===== config.mk =====
export PLATFORM = sky130hd
export DESIGN_NAME = literal_move_multiply_exec
export DESIGN_NICKNAME = d
export VERILOG_FILES = /design/src/logic/lit_exec_pkg.sv /design/src/logic/literal_move_multiply_exec.sv
export SDC_FILE = /design/constraint.sdc
export NUM_CORES = 1
export LEC_CHECK = 0
export BUFFER_PORTS_ARGS = -buffer_cell sky130_fd_sc_hd__buf_2
export CAP_MARGIN = 20
export CORE_UTILIZATION = 55
export DETAILED_ROUTE_END_ITERATION = 6
export PLACE_DENSITY_LB_ADDON = 0.12
export SYNTH_ARGS = -nofsm -noshare
export SYNTH_HDL_FRONTEND = slang
export SYNTH_SLANG_ARGS = --single-unit

===== constraint.sdc =====
create_clock -name clk_sys_i -period 7.6 [get_ports clk_sys_i]
set_input_delay 0.76 -clock clk_sys_i [delete_from_list [all_inputs] [get_ports clk_sys_i]]
set_output_delay 0.76 -clock clk_sys_i [all_outputs]
set_load 0.02 [all_outputs]

===== src/logic/lit_exec_pkg.sv =====
// Purpose: Constants for the literal/move/multiply execute block
// Assumes: One instruction word presented per four-phase cycle
// Notes: Opcode fields follow the instruction word layout
`default_nettype none
package lit_exec_pkg;
  // Opcode fields
  localparam logic [7:0] OPC_LOAD_BANK = 8'h01;
  localparam logic [7:0] OPC_LOAD_W = 8'h0E;
  localparam logic [7:0] OPC_MUL_LIT = 8'h0D;
  localparam logic [6:0] OPC_STORE_W = 7'h37;
  localparam int ACCESS_BIT = 8;
  // Access bank split: low half to bank 0, high half to top bank
  localparam logic [3:0] ACC_LOW_BANK = 4'h0;
  localparam logic [3:0] ACC_HIGH_BANK = 4'hF;
  // Reset values
  localparam logic [7:0] BANK_SEL_RESET = 8'h00;
  localparam logic [7:0] W_RESET = 8'h00;
  localparam logic [7:0] PROD_RESET = 8'h00;

  typedef enum logic [1:0] {
    PH_Q1 = 2'b00,
    PH_Q2 = 2'b01,
    PH_Q3 = 2'b10,
    PH_Q4 = 2'b11
  } phase_t;

  typedef enum logic [2:0] {
    OP_NONE = 3'b000,
    OP_LOAD_BANK = 3'b001,
    OP_LOAD_W = 3'b010,
    OP_STORE_W = 3'b011,
    OP_MUL_LIT = 3'b100
  } op_t;
endpackage
`default_nettype wire


===== src/logic/literal_move_multiply_exec.sv =====
// Purpose: Decode and execute four single-word core instructions
// Assumes: instr_i comes from core logic on clk_sys_i, held over Q1
// Notes: Four clock edges make one instruction cycle (Q1..Q4)
//
// Overview of operation
// RULE1 - Bank literal load writes bank select, no flags
// RULE2 - Working literal load copies literal into W
// RULE3 - Opcode 0x0E decodes working load, flags untouched
// RULE4 - Working load: decode, read, process, write W
// RULE5 - Store opcode 0110111a writes W to file
// RULE6 - Eight-bit file address spans whole 256-byte bank
// RULE7 - Access bit zero overrides bank select
// RULE8 - Opcode 0x0D multiplies W by literal, unsigned
// RULE9 - Product high byte and low byte registers
// RULE10 - Multiply leaves every status flag untouched
// RULE11 - Zero product never sets the zero flag
// RULE12 - Each instruction is one word, one cycle
`default_nettype none
module literal_move_multiply_exec (
  // Clock and reset
  input wire logic clk_sys_i,
  input wire logic reset_n_i,
  // Instruction fetch
  input wire logic instr_valid_i,
  input wire logic [15:0] instr_i,
  // Architectural registers
  output logic [7:0] bank_select_reg_o,
  output logic [7:0] working_reg_o,
  output logic [7:0] product_high_reg_o,
  output logic [7:0] product_low_reg_o,
  // File register write port
  output logic file_we_o,
  output logic [11:0] file_addr_o,
  output logic [7:0] file_data_o,
  // Phase, completion and status write
  output logic [1:0] phase_o,
  output logic done_o,
  output logic status_we_o
);

  ////////////////////////////////////////////////////////////////////
  // Quarter phase sequencer
  lit_exec_pkg::phase_t phase;
  lit_exec_pkg::phase_t next_phase;

  always_comb begin
    unique case (phase)
      lit_exec_pkg::PH_Q1: next_phase = lit_exec_pkg::PH_Q2;
      lit_exec_pkg::PH_Q2: next_phase = lit_exec_pkg::PH_Q3;
      lit_exec_pkg::PH_Q3: next_phase = lit_exec_pkg::PH_Q4;
      lit_exec_pkg::PH_Q4: next_phase = lit_exec_pkg::PH_Q1;
    endcase
  end

  always_ff @(posedge clk_sys_i or negedge reset_n_i) begin
    if (!reset_n_i) begin
      phase <= lit_exec_pkg::PH_Q1;
    end else begin
      phase <= next_phase; // RULE12
    end
  end

  always_ff @(posedge clk_sys_i or negedge reset_n_i) begin
    if (!reset_n_i) begin
      phase_o <= 2'h0;
    end else begin
      phase_o <= next_phase;
    end
  end

  ////////////////////////////////////////////////////////////////////
  // Q1 decode
  lit_exec_pkg::op_t op;
  lit_exec_pkg::op_t next_op;
  logic [15:0] word;

  always_comb begin
    next_op = lit_exec_pkg::OP_NONE;
    if (instr_valid_i) begin
      if (instr_i[15:8] == lit_exec_pkg::OPC_LOAD_BANK) begin
        next_op = lit_exec_pkg::OP_LOAD_BANK; // RULE1
      end else if (instr_i[15:8] == lit_exec_pkg::OPC_LOAD_W) begin
        next_op = lit_exec_pkg::OP_LOAD_W; // RULE3
      end else if (instr_i[15:8] == lit_exec_pkg::OPC_MUL_LIT) begin
        next_op = lit_exec_pkg::OP_MUL_LIT; // RULE8
      end else if (instr_i[15:9] == lit_exec_pkg::OPC_STORE_W) begin
        next_op = lit_exec_pkg::OP_STORE_W; // RULE5
      end
    end
  end

  // Other opcodes fall to OP_NONE: they belong to other units
  always_ff @(posedge clk_sys_i or negedge reset_n_i) begin
    if (!reset_n_i) begin
      op <= lit_exec_pkg::OP_NONE;
      word <= 16'h0000;
    end else if (phase == lit_exec_pkg::PH_Q1) begin
      op <= next_op; // RULE4
      word <= instr_i;
    end
  end

  ////////////////////////////////////////////////////////////////////
  // Q2 read operand, Q3 process
  logic [7:0] operand;
  logic [15:0] product;

  always_ff @(posedge clk_sys_i or negedge reset_n_i) begin
    if (!reset_n_i) begin
      operand <= 8'h00;
    end else if (phase == lit_exec_pkg::PH_Q2) begin
      operand <= word[7:0]; // RULE4
    end
  end

  // Unsigned 8x8 product; cannot overflow 16 bits
  always_ff @(posedge clk_sys_i or negedge reset_n_i) begin
    if (!reset_n_i) begin
      product <= 16'h0000;
    end else if (phase == lit_exec_pkg::PH_Q3) begin
      product <= 16'(working_reg_o) * 16'(operand); // RULE8
    end
  end

  ////////////////////////////////////////////////////////////////////
  // Q4 write destinations
  logic q4;
  assign q4 = (phase == lit_exec_pkg::PH_Q4);

  always_ff @(posedge clk_sys_i or negedge reset_n_i) begin
    if (!reset_n_i) begin
      bank_select_reg_o <= lit_exec_pkg::BANK_SEL_RESET;
    end else if (q4 && op == lit_exec_pkg::OP_LOAD_BANK) begin
      bank_select_reg_o <= operand; // RULE1
    end
  end

  always_ff @(posedge clk_sys_i or negedge reset_n_i) begin
    if (!reset_n_i) begin
      working_reg_o <= lit_exec_pkg::W_RESET;
    end else if (q4 && op == lit_exec_pkg::OP_LOAD_W) begin
      working_reg_o <= operand; // RULE2 RULE4
    end
  end

  // W is not written by the multiply, so Q3 reads a stable value
  always_ff @(posedge clk_sys_i or negedge reset_n_i) begin
    if (!reset_n_i) begin
      product_high_reg_o <= lit_exec_pkg::PROD_RESET;
      product_low_reg_o <= lit_exec_pkg::PROD_RESET;
    end else if (q4 && op == lit_exec_pkg::OP_MUL_LIT) begin
      product_high_reg_o <= product[15:8]; // RULE9
      product_low_reg_o <= product[7:0]; // RULE9
    end
  end

  // Bank for the store: access bank splits on the address top bit
  logic [3:0] store_bank;

  always_comb begin
    if (word[lit_exec_pkg::ACCESS_BIT]) begin
      store_bank = bank_select_reg_o[3:0]; // RULE7
    end else if (word[7]) begin
      store_bank = lit_exec_pkg::ACC_HIGH_BANK; // RULE7
    end else begin
      store_bank = lit_exec_pkg::ACC_LOW_BANK; // RULE7
    end
  end

  always_ff @(posedge clk_sys_i or negedge reset_n_i) begin
    if (!reset_n_i) begin
      file_we_o <= 1'b0;
      file_addr_o <= 12'h000;
      file_data_o <= 8'h00;
    end else begin
      file_we_o <= q4 && op == lit_exec_pkg::OP_STORE_W; // RULE5
      if (q4 && op == lit_exec_pkg::OP_STORE_W) begin
        file_addr_o <= {store_bank, word[7:0]}; // RULE6
        file_data_o <= working_reg_o; // RULE5
      end
    end
  end

  always_ff @(posedge clk_sys_i or negedge reset_n_i) begin
    if (!reset_n_i) begin
      done_o <= 1'b0;
    end else begin
      done_o <= q4 && op != lit_exec_pkg::OP_NONE; // RULE12
    end
  end

  // None of these instructions touch N, OV, C, DC or Z
  always_ff @(posedge clk_sys_i or negedge reset_n_i) begin
    if (!reset_n_i) begin
      status_we_o <= 1'b0;
    end else begin
      status_we_o <= 1'b0; // RULE10 RULE11
    end
  end

  ////////////////////////////////////////////////////////////////////
  // Checks
  chk_bank_load: assert property ( // RULE1
    @(posedge clk_sys_i) disable iff (!reset_n_i)
    (phase == lit_exec_pkg::PH_Q1 && next_op == lit_exec_pkg::OP_LOAD_BANK)
    |-> ##4 bank_select_reg_o == $past(instr_i[7:0], 4)
  ) else $error("bank select not loaded");

  chk_w_load: assert property ( // RULE2
    @(posedge clk_sys_i) disable iff (!reset_n_i)
    (phase == lit_exec_pkg::PH_Q1 && next_op == lit_exec_pkg::OP_LOAD_W)
    |-> ##4 working_reg_o == $past(instr_i[7:0], 4)
  ) else $error("working register not loaded");

  chk_w_stable: assert property ( // RULE8
    @(posedge clk_sys_i) disable iff (!reset_n_i)
    !(q4 && op == lit_exec_pkg::OP_LOAD_W) |=> $stable(working_reg_o)
  ) else $error("working register changed unexpectedly");

  chk_phase_cycle: assert property ( // RULE4
    @(posedge clk_sys_i) disable iff (!reset_n_i)
    phase == lit_exec_pkg::PH_Q1 |-> ##3 phase == lit_exec_pkg::PH_Q4
  ) else $error("phase sequence broken");

  chk_store_write: assert property ( // RULE5
    @(posedge clk_sys_i) disable iff (!reset_n_i)
    file_we_o |-> file_data_o == working_reg_o
      && $past(op) == lit_exec_pkg::OP_STORE_W
  ) else $error("store wrote wrong data");

  chk_store_addr: assert property ( // RULE6
    @(posedge clk_sys_i) disable iff (!reset_n_i)
    file_we_o |-> file_addr_o[7:0] == $past(word[7:0])
  ) else $error("store address wrong");

  chk_access_bank: assert property ( // RULE7
    @(posedge clk_sys_i) disable iff (!reset_n_i)
    file_we_o && !$past(word[lit_exec_pkg::ACCESS_BIT])
    |-> file_addr_o[11:8] == {4{file_addr_o[7]}}
  ) else $error("access bank not applied");

  chk_product: assert property ( // RULE9
    @(posedge clk_sys_i) disable iff (!reset_n_i)
    (q4 && op == lit_exec_pkg::OP_MUL_LIT) |=>
      {product_high_reg_o, product_low_reg_o}
        == 16'($past(working_reg_o)) * 16'($past(operand))
  ) else $error("product wrong");

  chk_no_flags: assert property ( // RULE10 RULE11
    @(posedge clk_sys_i) disable iff (!reset_n_i)
    done_o |-> !status_we_o
  ) else $error("status written");

  chk_one_cycle: assert property ( // RULE12
    @(posedge clk_sys_i) disable iff (!reset_n_i)
    done_o |=> !done_o [*3]
  ) else $error("done repeated within one cycle");

  chk_we_pulse: assert property ( // RULE5
    @(posedge clk_sys_i) disable iff (!reset_n_i)
    file_we_o |=> !file_we_o
  ) else $error("file write longer than one cycle");

  chk_we_only_store: assert property ( // RULE5
    @(posedge clk_sys_i) disable iff (!reset_n_i)
    !(q4 && op == lit_exec_pkg::OP_STORE_W) |=> !file_we_o
  ) else $error("file write without a store");

  chk_banked_store: assert property ( // RULE7
    @(posedge clk_sys_i) disable iff (!reset_n_i)
    file_we_o && $past(word[lit_exec_pkg::ACCESS_BIT])
    |-> file_addr_o[11:8] == $past(bank_select_reg_o[3:0])
  ) else $error("bank select not applied");

  chk_mul_keeps_w: assert property ( // RULE8
    @(posedge clk_sys_i) disable iff (!reset_n_i)
    (q4 && op == lit_exec_pkg::OP_MUL_LIT) |=> $stable(working_reg_o)
  ) else $error("multiply altered working register");

  chk_zero_product: assert property ( // RULE11
    @(posedge clk_sys_i) disable iff (!reset_n_i)
    (q4 && op == lit_exec_pkg::OP_MUL_LIT && product == 16'h0000)
    |=> !status_we_o
  ) else $error("zero product wrote status");

  chk_done_timing: assert property ( // RULE12
    @(posedge clk_sys_i) disable iff (!reset_n_i)
    (phase == lit_exec_pkg::PH_Q1 && next_op != lit_exec_pkg::OP_NONE)
    |-> ##4 done_o
  ) else $error("instruction did not finish in one cycle");

  chk_refused_word: assert property ( // RULE12
    @(posedge clk_sys_i) disable iff (!reset_n_i)
    (phase == lit_exec_pkg::PH_Q1 && next_op == lit_exec_pkg::OP_NONE)
    |-> ##4 !done_o
  ) else $error("refused word finished");

  chk_bank_stable: assert property ( // RULE1
    @(posedge clk_sys_i) disable iff (!reset_n_i)
    !(q4 && op == lit_exec_pkg::OP_LOAD_BANK)
    |=> $stable(bank_select_reg_o)
  ) else $error("bank select changed unexpectedly");

  chk_product_stable: assert property ( // RULE9
    @(posedge clk_sys_i) disable iff (!reset_n_i)
    !(q4 && op == lit_exec_pkg::OP_MUL_LIT)
    |=> $stable({product_high_reg_o, product_low_reg_o})
  ) else $error("product changed without a multiply");

endmodule
`default_nettype wire


Yosys cells after proc, flatten, opt, wreduce, memory -nomap -nowiden
Index checks and enable logic that the tools add are counted.
{"block": "op_classes", "n_mul": 1, "eq_ne": 11, "muxes": 8, "n_reduce_logical": 7}
{"operator": "$eq 8x4->1 const B", "n": 2}
{"operator": "$mul 8x8->16", "n": 1}
{"operator": "$mux 3", "n": 4}
{"operator": "$eq 8x1->1 const B", "n": 1}
{"operator": "$mux 4", "n": 2}
{"operator": "$pmux 2 s4", "n": 1}
{"operator": "$eq 7x6->1 const B", "n": 1}
{"operator": "$eq 3x2->1 const B", "n": 2}
{"operator": "$logic_and 1x1->1", "n": 5}
{"operator": "$eq 2x2->1 const B", "n": 2}
{"operator": "$eq 3x1->1 const B", "n": 1}
{"operator": "$eq 3x3->1 const B", "n": 1}
{"operator": "$reduce_bool 3->1", "n": 1}
{"operator": "$eq 2x1->1 const B", "n": 1}
{"operator": "$logic_not 2->1", "n": 1}
{"operator": "$mux 2", "n": 1}
{"block": "totals", "ff_bits": 92, "input_bits": 19, "output_inout_bits": 57, "wordCells": 40}

Logic depth before layout (Yosys ltp)
Gate-level depths: netlist of run 1.
{"block": "logic_depth", "ltp_word": 6, "depth_mapped": 16, "depth_no_buf": 15}

Worst setup path before layout of run 1
No wires, ideal clock.
{"block": "synth_timing", "path_kind": "register to register", "startpoint": "reg working_reg_o[2]", "endpoint": "reg product[12]", "setup_time_ns": 0.125, "arrival_ns": 4.123, "required_time_ns": 7.475, "slack_ns": 3.352, "stages_incl_launch_ff": 15, "n_path_buf": 1, "period_less_slack_ns": 4.248, "path_cell_list": "dfrtp_1 > clkbuf_1 > and2_1 > fa_1 > fa_1 > fa_1 > inv_1 > fa_1 > inv_1 > ha_1 > a21oi_2 > o211ai_2 > a31oi_2 > xnor2_1 > mux2_4"}
{"block": "synth_between", "elab_chain_len": 1}
{"element": "start, declared", "line_no": "literal_move_multiply_exec.sv:28", "rtl": "output logic [7:0] working_reg_o,"}
{"element": "start signal, assigned", "line_no": "literal_move_multiply_exec.sv:140", "rtl": "working_reg_o <= lit_exec_pkg::W_RESET;"}
{"element": "start signal, assigned", "line_no": "literal_move_multiply_exec.sv:142", "rtl": "working_reg_o <= operand;"}
{"element": "$mul 8x8->16", "line_no": "literal_move_multiply_exec.sv:121", "rtl": "product <= 16'(working_reg_o) * 16'(operand);"}
{"element": "end signal, assigned", "line_no": "literal_move_multiply_exec.sv:121"}
{"element": "end, declared", "line_no": "literal_move_multiply_exec.sv:106", "rtl": "logic [15:0] product;"}
No other way between the ends.
A chain may end at the register's enable or synchronous reset.

Worst setup path in the final report of run 1
{"block": "layout_timing", "startpoint": "reg operand[4]", "endpoint": "reg product[14]"}
{"block": "layout_between", "elab_chain_len": 1}
{"element": "start, declared", "line_no": "literal_move_multiply_exec.sv:105", "rtl": "logic [7:0] operand;"}
{"element": "start signal, assigned", "line_no": "literal_move_multiply_exec.sv:112", "rtl": "operand <= word[7:0];"}
{"element": "$mul 8x8->16", "line_no": "literal_move_multiply_exec.sv:121"}
No other way between the ends.

==> results of run 1 <==
[cell type report]
class | count | area (sq um) | area share, %
clock buffers | 9 | 124 | 1.95
clock inverters | 6 | 87.6 | 1.38
inverters | 55 | 206 | 3.25
multi-input cells | 345 | 3070 | 48.4
flip-flops and latches | 92 | 2300 | 36.3
well taps | 133 | 166 | 2.62
repair buffers | 76 | 388 | 6.11
[power by group through the flow]
stage / clock network (mW) / registers (mW) / logic, mW
2_1_floorplan: 0 / 0.521 / 0.0526
3_3_place_gp: 0 / 0.526 / 0.0751
3_5_place_dp: 0 / 0.527 / 0.0769
4_1_cts: 0.369 / 0.518 / 0.0776
5_1_grt: 0.392 / 0.520 / 0.0885
6_report: 0.361 / 0.518 / 0.0758
[through the flow]
step	utilization, %	std cells	cell area [sq um]
final	64.1	716	6350
after global routing	64.1	716	6350
after CTS	64.1	716	6350
after detailed placement	61.9	701	6140
after global placement	61.9	701	6140
after floorplan	-	517	5700
[kinds of logic after synthesis]
kind of cell / after synthesis / share of synthesized area (%)
buffers and inverters: 80 / 5.73
adder cells (fa/ha/maj): 77 / 21.6
other: 1 / 0.0658
AO/OA/AOI/OAI: 46 / 5.60
flip-flops: 92 / 40.4
XOR/XNOR: 9 / 1.38
AND/OR/NAND/NOR: 151 / 13.1
multiplexers: 61 / 12.1
[synthesized netlist by cell type, drive strengths merged (2+ instances only)]
master	number	area [sq um]
nor3	3	26.3
dfrtp	92	2300
a31oi	2	18.8
inv	55	206
nand2b	2	12.5
nand3	3	15.0
a21oi	17	92.6
and3	4	26.3
o21ai	10	50.0
ha	41	513
nor2	2	7.51
o211ai	3	27.5
nor2b	4	25.0
nand2	80	300
and2	49	307
fa	36	721
buf	7	42.5
clkbuf	18	77.6
xnor2	8	70.1
a21o	3	30.0
o32ai	2	17.5
mux2	61	691
[routing by layer]
layer  wire length (um)  vias up
met5                  0        -
met4                125        0
met3                344       10
met2               5160       60
met1               5050     1863
li1                   -     1789
[layout by cell type (no fill, tap or decap), types with 3 or more instances in the layout]
cell type	count
dfrtp_1	92
nand2_1	80
buf_2	73
mux2_2	57
inv_1	54
and2_1	49
ha_1	41
fa_1	36
a21oi_1	15
o21ai_0	9
clkbuf_8	9
xnor2_1	8
nor2b_1	4
nand3_1	3
and3_1	3
mux2_1	3
buf_4	3
[path summary, 6_finish.rpt]
path | startpoint | end | slack, ns
setup reg to reg | operand[4] | product[14] | 3.27
setup / recovery | operand[4] | product[14] | 3.27
min in group clk_sys_i | file_addr_o[6] | file_addr_o[6] | 0.48
hold reg to reg | file_addr_o[6] | file_addr_o[6] | 0.48
hold / removal | reset_n_i | product[15] | 0.32
max in group asynchronous | reset_n_i | word[1] | 6.21
==> results_dict.tcl, run 1 <==
set metrics [dict create \
    p_seq_share_pct 54.3 \
    cts_sinks 92 \
    ant_nets 0 \
    pwr-share-clk_pct 37.8 \
    cp_common_cell "fa_1" \
    ys_types 51 \
    netlist_instances 517 \
    cts_buffer_depth 2 \
    hold_ws_ns 0.324 \
    die_area_sq_um 10800 \
    intPower_uw 720 \
    relSlewSlack_pct 46.8 \
    worstSetupStartpointType "register" \
    first_global_vias 3887 \
    n_fill_cell 859 \
    period_needed_ns 4.33 \
    crit_family "adder cells" \
    final.setup_skew_ns 0.00817 \
    ys_seq_area_share_pct 40.4 \
    grt_max_degree 57 \
    p_sw_uw 235 \
    slowest_stage "fa_1" \
    layout_setup_ws_ns 3.27 \
    io_pins 76 \
    numCtsBuffers 9 \
    path_max_fanout 11 \
    path_class "register to register" \
    synthFlopType "dfrtp_1" \
    first_pass_iters 4 \
    grtUsageMet3_pct 4.28 \
    layout.nets 675 \
    antennaDiodeCount 0 \
    synth_edf_count 0 \
    dp_slack_ns 3.29 \
    drive_gt1_share_pct 27.4 \
    reg2reg_depth 13 \
    vdd_ir_drop_max_v 0.000109 \
    hpwlAfterDp_mm 8.13 \
    rsz0062_at_grt "false" \
    reg_top3 "product (16), file_addr_o (12), word (9)" \
    path_buf_inv 2 \
    grt_pass1_wl_mm 18.8 \
    cp.depth 13 \
    wl_mm 10.7 \
    comb_power_share_pct 7.9 \
    yosys_register_bits 92 \
    crit_chain "and2_1 -> fa_1 -> inv_1 -> fa_1 -> fa_1 -> fa_1 -> inv_1 -> ha_1 -> o211ai_1 -> o211ai_2 -> a31oi_1 -> xnor2_1 -> mux2_2" \
    cts_setup_buffers 0 \
    power.leakage_nw 3.48 \
    die_w_um 104 \
    setup_viol 0 \
    status "finished, final reports clean" \
    yosysWarnings 0 \
    largest_reg_flops 16 \
    avgSynthCellArea_sq_um 11.0 \
    grt_busiest_layer "met2" \
    initial_core_util_pct 57.5 \
    drt-vias-per-instance 5.20 \
    drv_slew 0 \
    cap_violations 0 \
    min_path_type "input pin to asynchronous set/reset pin" \
    grt_util_met1_pct 29.6 \
    place.gp.congestion 0.846 \
    wire_per_inst_um 14.9 \
    core_sq_um 9910 \
    grt_antenna_before_repair 0 \
    vias 3722 \
    top_register "product" \
    setup_tns_ns 0 \
    portBuffers 74 \
    hold_buffers 0 \
    grt-ovfl-total 0 \
    p_sw_share_pct 24.6 \
    required_ns 7.86 \
    netlist_area_sq_um 5700 \
    drc_errors 0 \
    htreeDepth 3 \
    async_flop_share_pct 100 \
    clk_latency_ns 0.37 \
    cts_resized 0 \
    rows 36 \
    drt_iter0_drc 143 \
    syn_to_final_growth_pct 11.3 \
    cp.arrival_ns 4.59 \
    max_freq_mhz 231 \
    grt_util_met2_pct 36.5 \
    p_per_area_nw_per_um2 150 \
    endpoint_kind "register" \
    die_h_um 104 \
    crit_path_max_incr_delay_ns 0.55 \
    worstMarginPinSlew_ns 0.796 \
    grt.total_usage_pct 22.1 \
    synth_fp_nets 613 \
    root_buffer "clkbuf_8" \
    clkTransAtPathRegs_ns 0.09 \
    final_hold_viol_count 0 \
    period_share_pct 57.0 \
    cts_tree "done" \
    p_total_uw 954 \
]
Power figures use the tool's default switching activity.
==> inputs of run 2 (changes only) <==
- ABC_AREA: not set -> 1
- clock period: 7.6 -> 4.5 ns (I/O delays scaled with it)
==> results_dict.tcl, run 2 <==
set metrics [dict create \
    status "finished, final reports clean" \
    first_global_vias 4579 \
    layout.nets 883 \
    max_freq_mhz 246 \
    place.gp.congestion 0.869 \
    wire_per_inst_um 13.1 \
    worstSetupStartpointType "register" \
    wl_mm 12.1 \
    initial_core_util_pct 57.0 \
    netlist_area_sq_um 5940 \
    synth_common_cells "nand2_1, inv_1, dfrtp_1" \
    hpwlAfterDp_mm 9.41 \
    ant_nets 0 \
    yosys.cell_count.top_type "nand2_1" \
    ys_seq_area_share_pct 38.8 \
    dp_slack_ns 0.438 \
    syn_to_final_growth_pct 10.8 \
    synthDominantCellAreaShare_pct 38.8 \
    rsz0062_at_grt "false" \
    yosysWarnings 0 \
    clk_latency_ns 0.36 \
    layout_setup_ws_ns 0.442 \
    grt_busiest_layer "met2" \
    required_ns 4.77 \
    intPower_mw 1.16 \
    synth.top_cells.by_area "dfrtp_1, nand2_1, fa_1" \
    comb_power_share_pct 9.1 \
    fin_area_sq_um 6580 \
    netlist_instances 727 \
    reg_top3 "product (16), file_addr_o (12), word (9)" \
    largest_reg_flops 16 \
    n_fill_cell 953 \
    drc_errors 0 \
    grt-ovfl-total 0 \
    die_area_sq_um 11200 \
    vias 4580 \
    die_h_um 106 \
    place_area_sq_um 6380 \
    first_pass_iters 4 \
    final_hold_viol_count 0 \
    p_sw_share_pct 27.3 \
    final_common_cell "nand2_1" \
    cts_setup_buffers 0 \
    drv_slew 0 \
    drive_gt1_share_pct 13.8 \
    grt_pass1_wl_mm 21.0 \
    grt_util_met1_pct 29.2 \
    cp.arrival_ns 4.32 \
    final_core_util_pct 63.1 \
    grtUsageMet3_pct 4.29 \
    cts_tree "done" \
    path_max_fanout 11 \
    final_cells 928 \
    avgSynthCellArea_sq_um 8.17 \
    dp_cells 912 \
    core_sq_um 10400 \
    p_total_mw 1.60 \
    grt_antenna_before_repair 0 \
    top_register "product" \
    antennaDiodeCount 0 \
    numCtsBuffers 9 \
    grt_util_met2_pct 42.7 \
    portBuffers 74 \
    synth_edf_count 0 \
    htreeDepth 3 \
    synth_fp_nets 823 \
    cap_violations 0 \
    p_per_area_nw_per_um2 243 \
    async_flop_share_pct 100 \
    vdd_ir_drop_max_v 0.000158 \
    grt_max_degree 60 \
    period_share_pct 90.2 \
    hold_ws_ns 0.143 \
    final.setup_skew_ns 0.00975 \
    grt.total_usage_pct 23.9 \
    mostFrequentLayoutCells "nand2_1, inv_1, dfrtp_1" \
    cts_sinks 92 \
    power.leakage_nw 4.08 \
    drt-vias-per-instance 4.94 \
    pwr-share-clk_pct 36.0 \
    relSlewSlack_pct 50.6 \
    setup_viol 0 \
    min_path_type "input pin to asynchronous set/reset pin" \
    die_w_um 106 \
    io_pins 76 \
    period_needed_ns 4.06 \
    p_sw_uw 435 \
    setup_tns_ns 0 \
    hold_buffers 0 \
    worstMarginPinSlew_ns 0.741 \
    cts_resized 0 \
    cts_buffer_depth 2 \
    p_seq_share_pct 54.9 \
    path_class "register to register" \
    yosysTopAreaCell "dfrtp_1" \
    synthFlopType "dfrtp_1" \
    yosys_register_bits 92 \
    clkTransAtPathRegs_ns 0.10 \
    drt_iter0_drc 258 \
    endpoint_kind "register" \
    rows 37 \
    root_buffer "clkbuf_8" \
    ys_types 30 \
]
run 2: cell types whose count changed after synthesis, moves of 13 or more:
cell / previous run / this run
nor2_1: 2 / 15
o21ai_0: 9 / 48
nand2_1: 80 / 223
nand3_1: 3 / 25
inv_1: 54 / 158
o21ai_1: 1 / 16
and2_1: 49 / 1
mux2_2: 57 / 4
run 2: final timing paths:
| kind | start | end | slack, ns | depth (start not counted) |
|---|---|---|---|---|
| max in group asynchronous | reset_n_i | working_reg_o[1] | 3.43 | 2 |
| min | reset_n_i | product_high_reg_o[0] | 0.14 | 1 |
| min in group clk_sys_i | instr_i[4] | word[4] | 0.29 | 3 |
| min reg2reg | product[14] | product[14] | 0.49 | 2 |
| max reg2reg | working_reg_o[2] | product[15] | 0.44 | 17 |
| max | working_reg_o[2] | product[15] | 0.44 | 17 |
run 2: worst max-delay path, cell delays in order, from the launching register on:
cell and delay [ns]:
dfrtp_1 0.61, nand2_1 0.10, inv_1 0.10, fa_1 0.45
fa_1 0.52, fa_1 0.54, inv_1 0.05, fa_1 0.53
inv_1 0.04, ha_1 0.34, nand2_1 0.12, nor2_1 0.15
and2_1 0.14, nand2_1 0.06, nand3_1 0.07, nand2_1 0.05
nand3_1 0.06, nand2_1 0.05
run 2: power groups by stage:
stage / registers, mW / clock network [mW] / logic [mW]
2_1_floorplan: 0.879 / 0 / 0.101
3_3_place_gp: 0.891 / 0 / 0.143
3_5_place_dp: 0.892 / 0 / 0.148
4_1_cts: 0.875 / 0.588 / 0.149
5_1_grt: 0.879 / 0.620 / 0.172
6_report: 0.875 / 0.574 / 0.146
run 2: cell families (layout without fill, tap and decap cells):
kind of cell	count (synthesis)	after routing	share of synthesized area, %
xor+xnor	2	2	0.295
compound gates	76	76	6.62
flops	92	92	38.8
fa+ha+maj	77	77	20.8
mux	8	8	1.77
other cells	1	1	0.0632
buf+inv	189	254	12.3
simple gates	282	282	19.3
run 2: cell type report:
type	instances	area, sq um	area share [%]
Clock buffer	9	124	1.88
Sequential cell	92	2300	35.0
Timing Repair Buffer	78	403	6.13
Multi-Input combinational cell	446	2900	44.1
Tap cell	136	170	2.59
Clock inverter	7	75.1	1.14
Inverter	160	601	9.13
run 2: layer usage:
layer / up-vias / wire length, um
met5: - / 0
met3: 15 / 483
met4: 0 / 160
met1: 2163 / 5430
met2: 103 / 6040
li1: 2299 / -
==> inputs of run 3 (changes only) <==
- PLACE_DENSITY: not set -> 0.86
- PLACE_DENSITY_LB_ADDON: 0.12 -> not set
==> results_dict.tcl, run 3 (synthesis gave the netlist of run 2 again) <==
set metrics [dict create \
    wl_mm 12.2 \
    vdd_ir_drop_max_v 0.000187 \
    cap_violations 0 \
    path_buf_inv 1 \
    clkTransAtPathRegs_ns 0.10 \
    n_fill_cell 881 \
    endpoint_kind "register" \
    grt.total_usage_pct 23.4 \
    relSlewSlack_pct 53.6 \
    layout.nets 883 \
    p_per_area_nw_per_um2 240 \
    core_sq_um 10400 \
    final_core_util_pct 63.1 \
    final_hold_viol_count 0 \
    ant_nets 0 \
    rows 37 \
    io_pins 76 \
    cts_setup_buffers 0 \
    cp.depth 12 \
    crit_path_max_incr_delay_ns 0.61 \
    reg_top3 "product (16), file_addr_o (12), word (9)" \
    worstSetupStartpointType "register" \
    drt_iter0_drc 312 \
    die_area_sq_um 11200 \
    antennaDiodeCount 0 \
    cts_tree "done" \
    grt_antenna_before_repair 0 \
    cts_resized 0 \
    final_common_cell "nand2_1" \
    path_max_fanout 11 \
    reg2reg_depth 12 \
    seq_area_sq_um 2300 \
    crit_chain "nand2_1 -> fa_1 -> fa_1 -> fa_1 -> fa_1 -> inv_1 -> ha_1 -> nand2_1 -> nor3_1 -> o21ai_0 -> nand3b_1 -> nand2_1" \
    power.leakage_nw 4.09 \
    min_path_type "input pin to asynchronous set/reset pin" \
    portBuffers 74 \
    root_buffer "clkbuf_8" \
    slowest_stage "dfrtp_1" \
    period_share_pct 94.2 \
    first_pass_iters 5 \
    cp.arrival_ns 4.49 \
    syn_to_final_growth_pct 10.8 \
    largest_reg_flops 16 \
    rsz0062_at_grt "false" \
    worstSetupStartpoint "working_reg_o[0]" \
    setup_viol 0 \
    r2r_slack_ns 0.26 \
    period_needed_ns 4.24 \
    multi_input_area_sq_um 2900 \
    first_global_vias 4637 \
    r2r_end "product[9]" \
    cts_sinks 92 \
    grt_pass1_wl_mm 20.9 \
    drv_slew 0 \
    grt-ovfl-total 0 \
    initial_core_util_pct 57.0 \
    htreeDepth 3 \
    cp_common_cell "fa_1" \
    die_h_um 106 \
    drt-vias-per-instance 5.07 \
    clk_latency_ns 0.36 \
    wire_per_inst_um 13.1 \
    max_freq_mhz 236 \
    worstMarginPinSlew_ns 0.696 \
    required_ns 4.75 \
    cts_buffer_depth 2 \
    path_class "register to register" \
    numCtsBuffers 9 \
    mostFrequentLayoutCells "nand2_1, inv_1, dfrtp_1" \
    setup_tns_ns 0 \
    status "finished, final reports clean" \
    die_w_um 106 \
    hold_buffers 0 \
    drive_gt1_share_pct 13.8 \
    r2r-start "working_reg_o[0]" \
    drc_errors 0 \
    place.gp.congestion 0.888 \
    hpwlAfterDp_mm 9.27 \
    final.setup_skew_ns 0.0138 \
    vias 4703 \
    grt_max_degree 49 \
    endpoint "product[9]" \
    top_register "product" \
    crit_family "adder cells" \
]
-- run 3: changes by cell type in the layout (fill, tap and decap cells not counted) --
cell	previous run	this run
clkinvlp_4	3	0
inv_8	0	3
clkinv_4	0	2
bufinv_16	1	0
clkinv_2	1	0
clkinv_8	0	1
inv_6	2	1
-- run 3: routing by layer --
layer  routed length, um  share of wire, %  track usage [%]
met4                 111              0.91             5.06
met3                 693               5.7             5.03
met2                6030                49             40.5
met1                5350                44             30.2
met5                   0                 0                0
-- run 3: worst min-delay path by stage --
stage	startpoint	to	slack [ns]	depth (start not counted)
4_1_cts	reset_n_i	product_high_reg_o[7]	0.11	1
3_3_place_gp	product_low_reg_o[5]	product_low_reg_o[5]	0.46	2
5_1_grt	reset_n_i	product_high_reg_o[5]	0.13	1
2_1_floorplan	reset_n_i	bank_select_reg_o[0]	0.15	0
3_5_place_dp	file_data_o[6]	file_data_o[6]	0.47	2
6_report	reset_n_i	product_high_reg_o[7]	0.09	1
-- run 3: where the power goes --
group          total, mW  leakage [nW]  switching [mW]  internal, mW
Sequential         0.875          1.24          0.0264         0.849
Combinational      0.146          2.75          0.0942        0.0520
Clock              0.556         0.103           0.334         0.221
Total               1.58          4.09           0.455          1.12
-- run 3: cell type report --
| type | instances | share of cell area [%] |
|---|---|---|
| flip-flops and latches | 92 | 35.0 |
| clock buffers | 9 | 1.88 |
| repair buffers | 78 | 6.13 |
| multi-input cells | 446 | 44.1 |
| clock inverters | 7 | 1.16 |
| well taps | 136 | 2.59 |
| inverters | 160 | 9.13 |
-- run 3: per-stage QoR --
stage | setup slack, ns | std cells | hold WS, ns | instance area, sq um | power, mW
floorplan | 0.526 | 727 | 0.154 | 5940 | 0.980
global placement | 0.502 | 912 | 0.461 | 6380 | 1.03
detailed placement | 0.438 | 912 | 0.469 | 6380 | 1.04
CTS | 0.315 | 928 | 0.108 | 6580 | 1.59
global route | 0.0179 | 928 | 0.132 | 6580 | 1.65
finish | 0.259 | 928 | 0.0890 | 6580 | 1.58
-- run 3: worst register-to-register path, stage by stage, from the launching register on --
cell and delay [ns]:
dfrtp_1 0.61, nand2_1 0.14, fa_1 0.53, fa_1 0.53
fa_1 0.52, fa_1 0.54, inv_1 0.04, ha_1 0.36
nand2_1 0.14, nor3_1 0.32, o21ai_0 0.19, nand3b_1 0.14
nand2_1 0.06
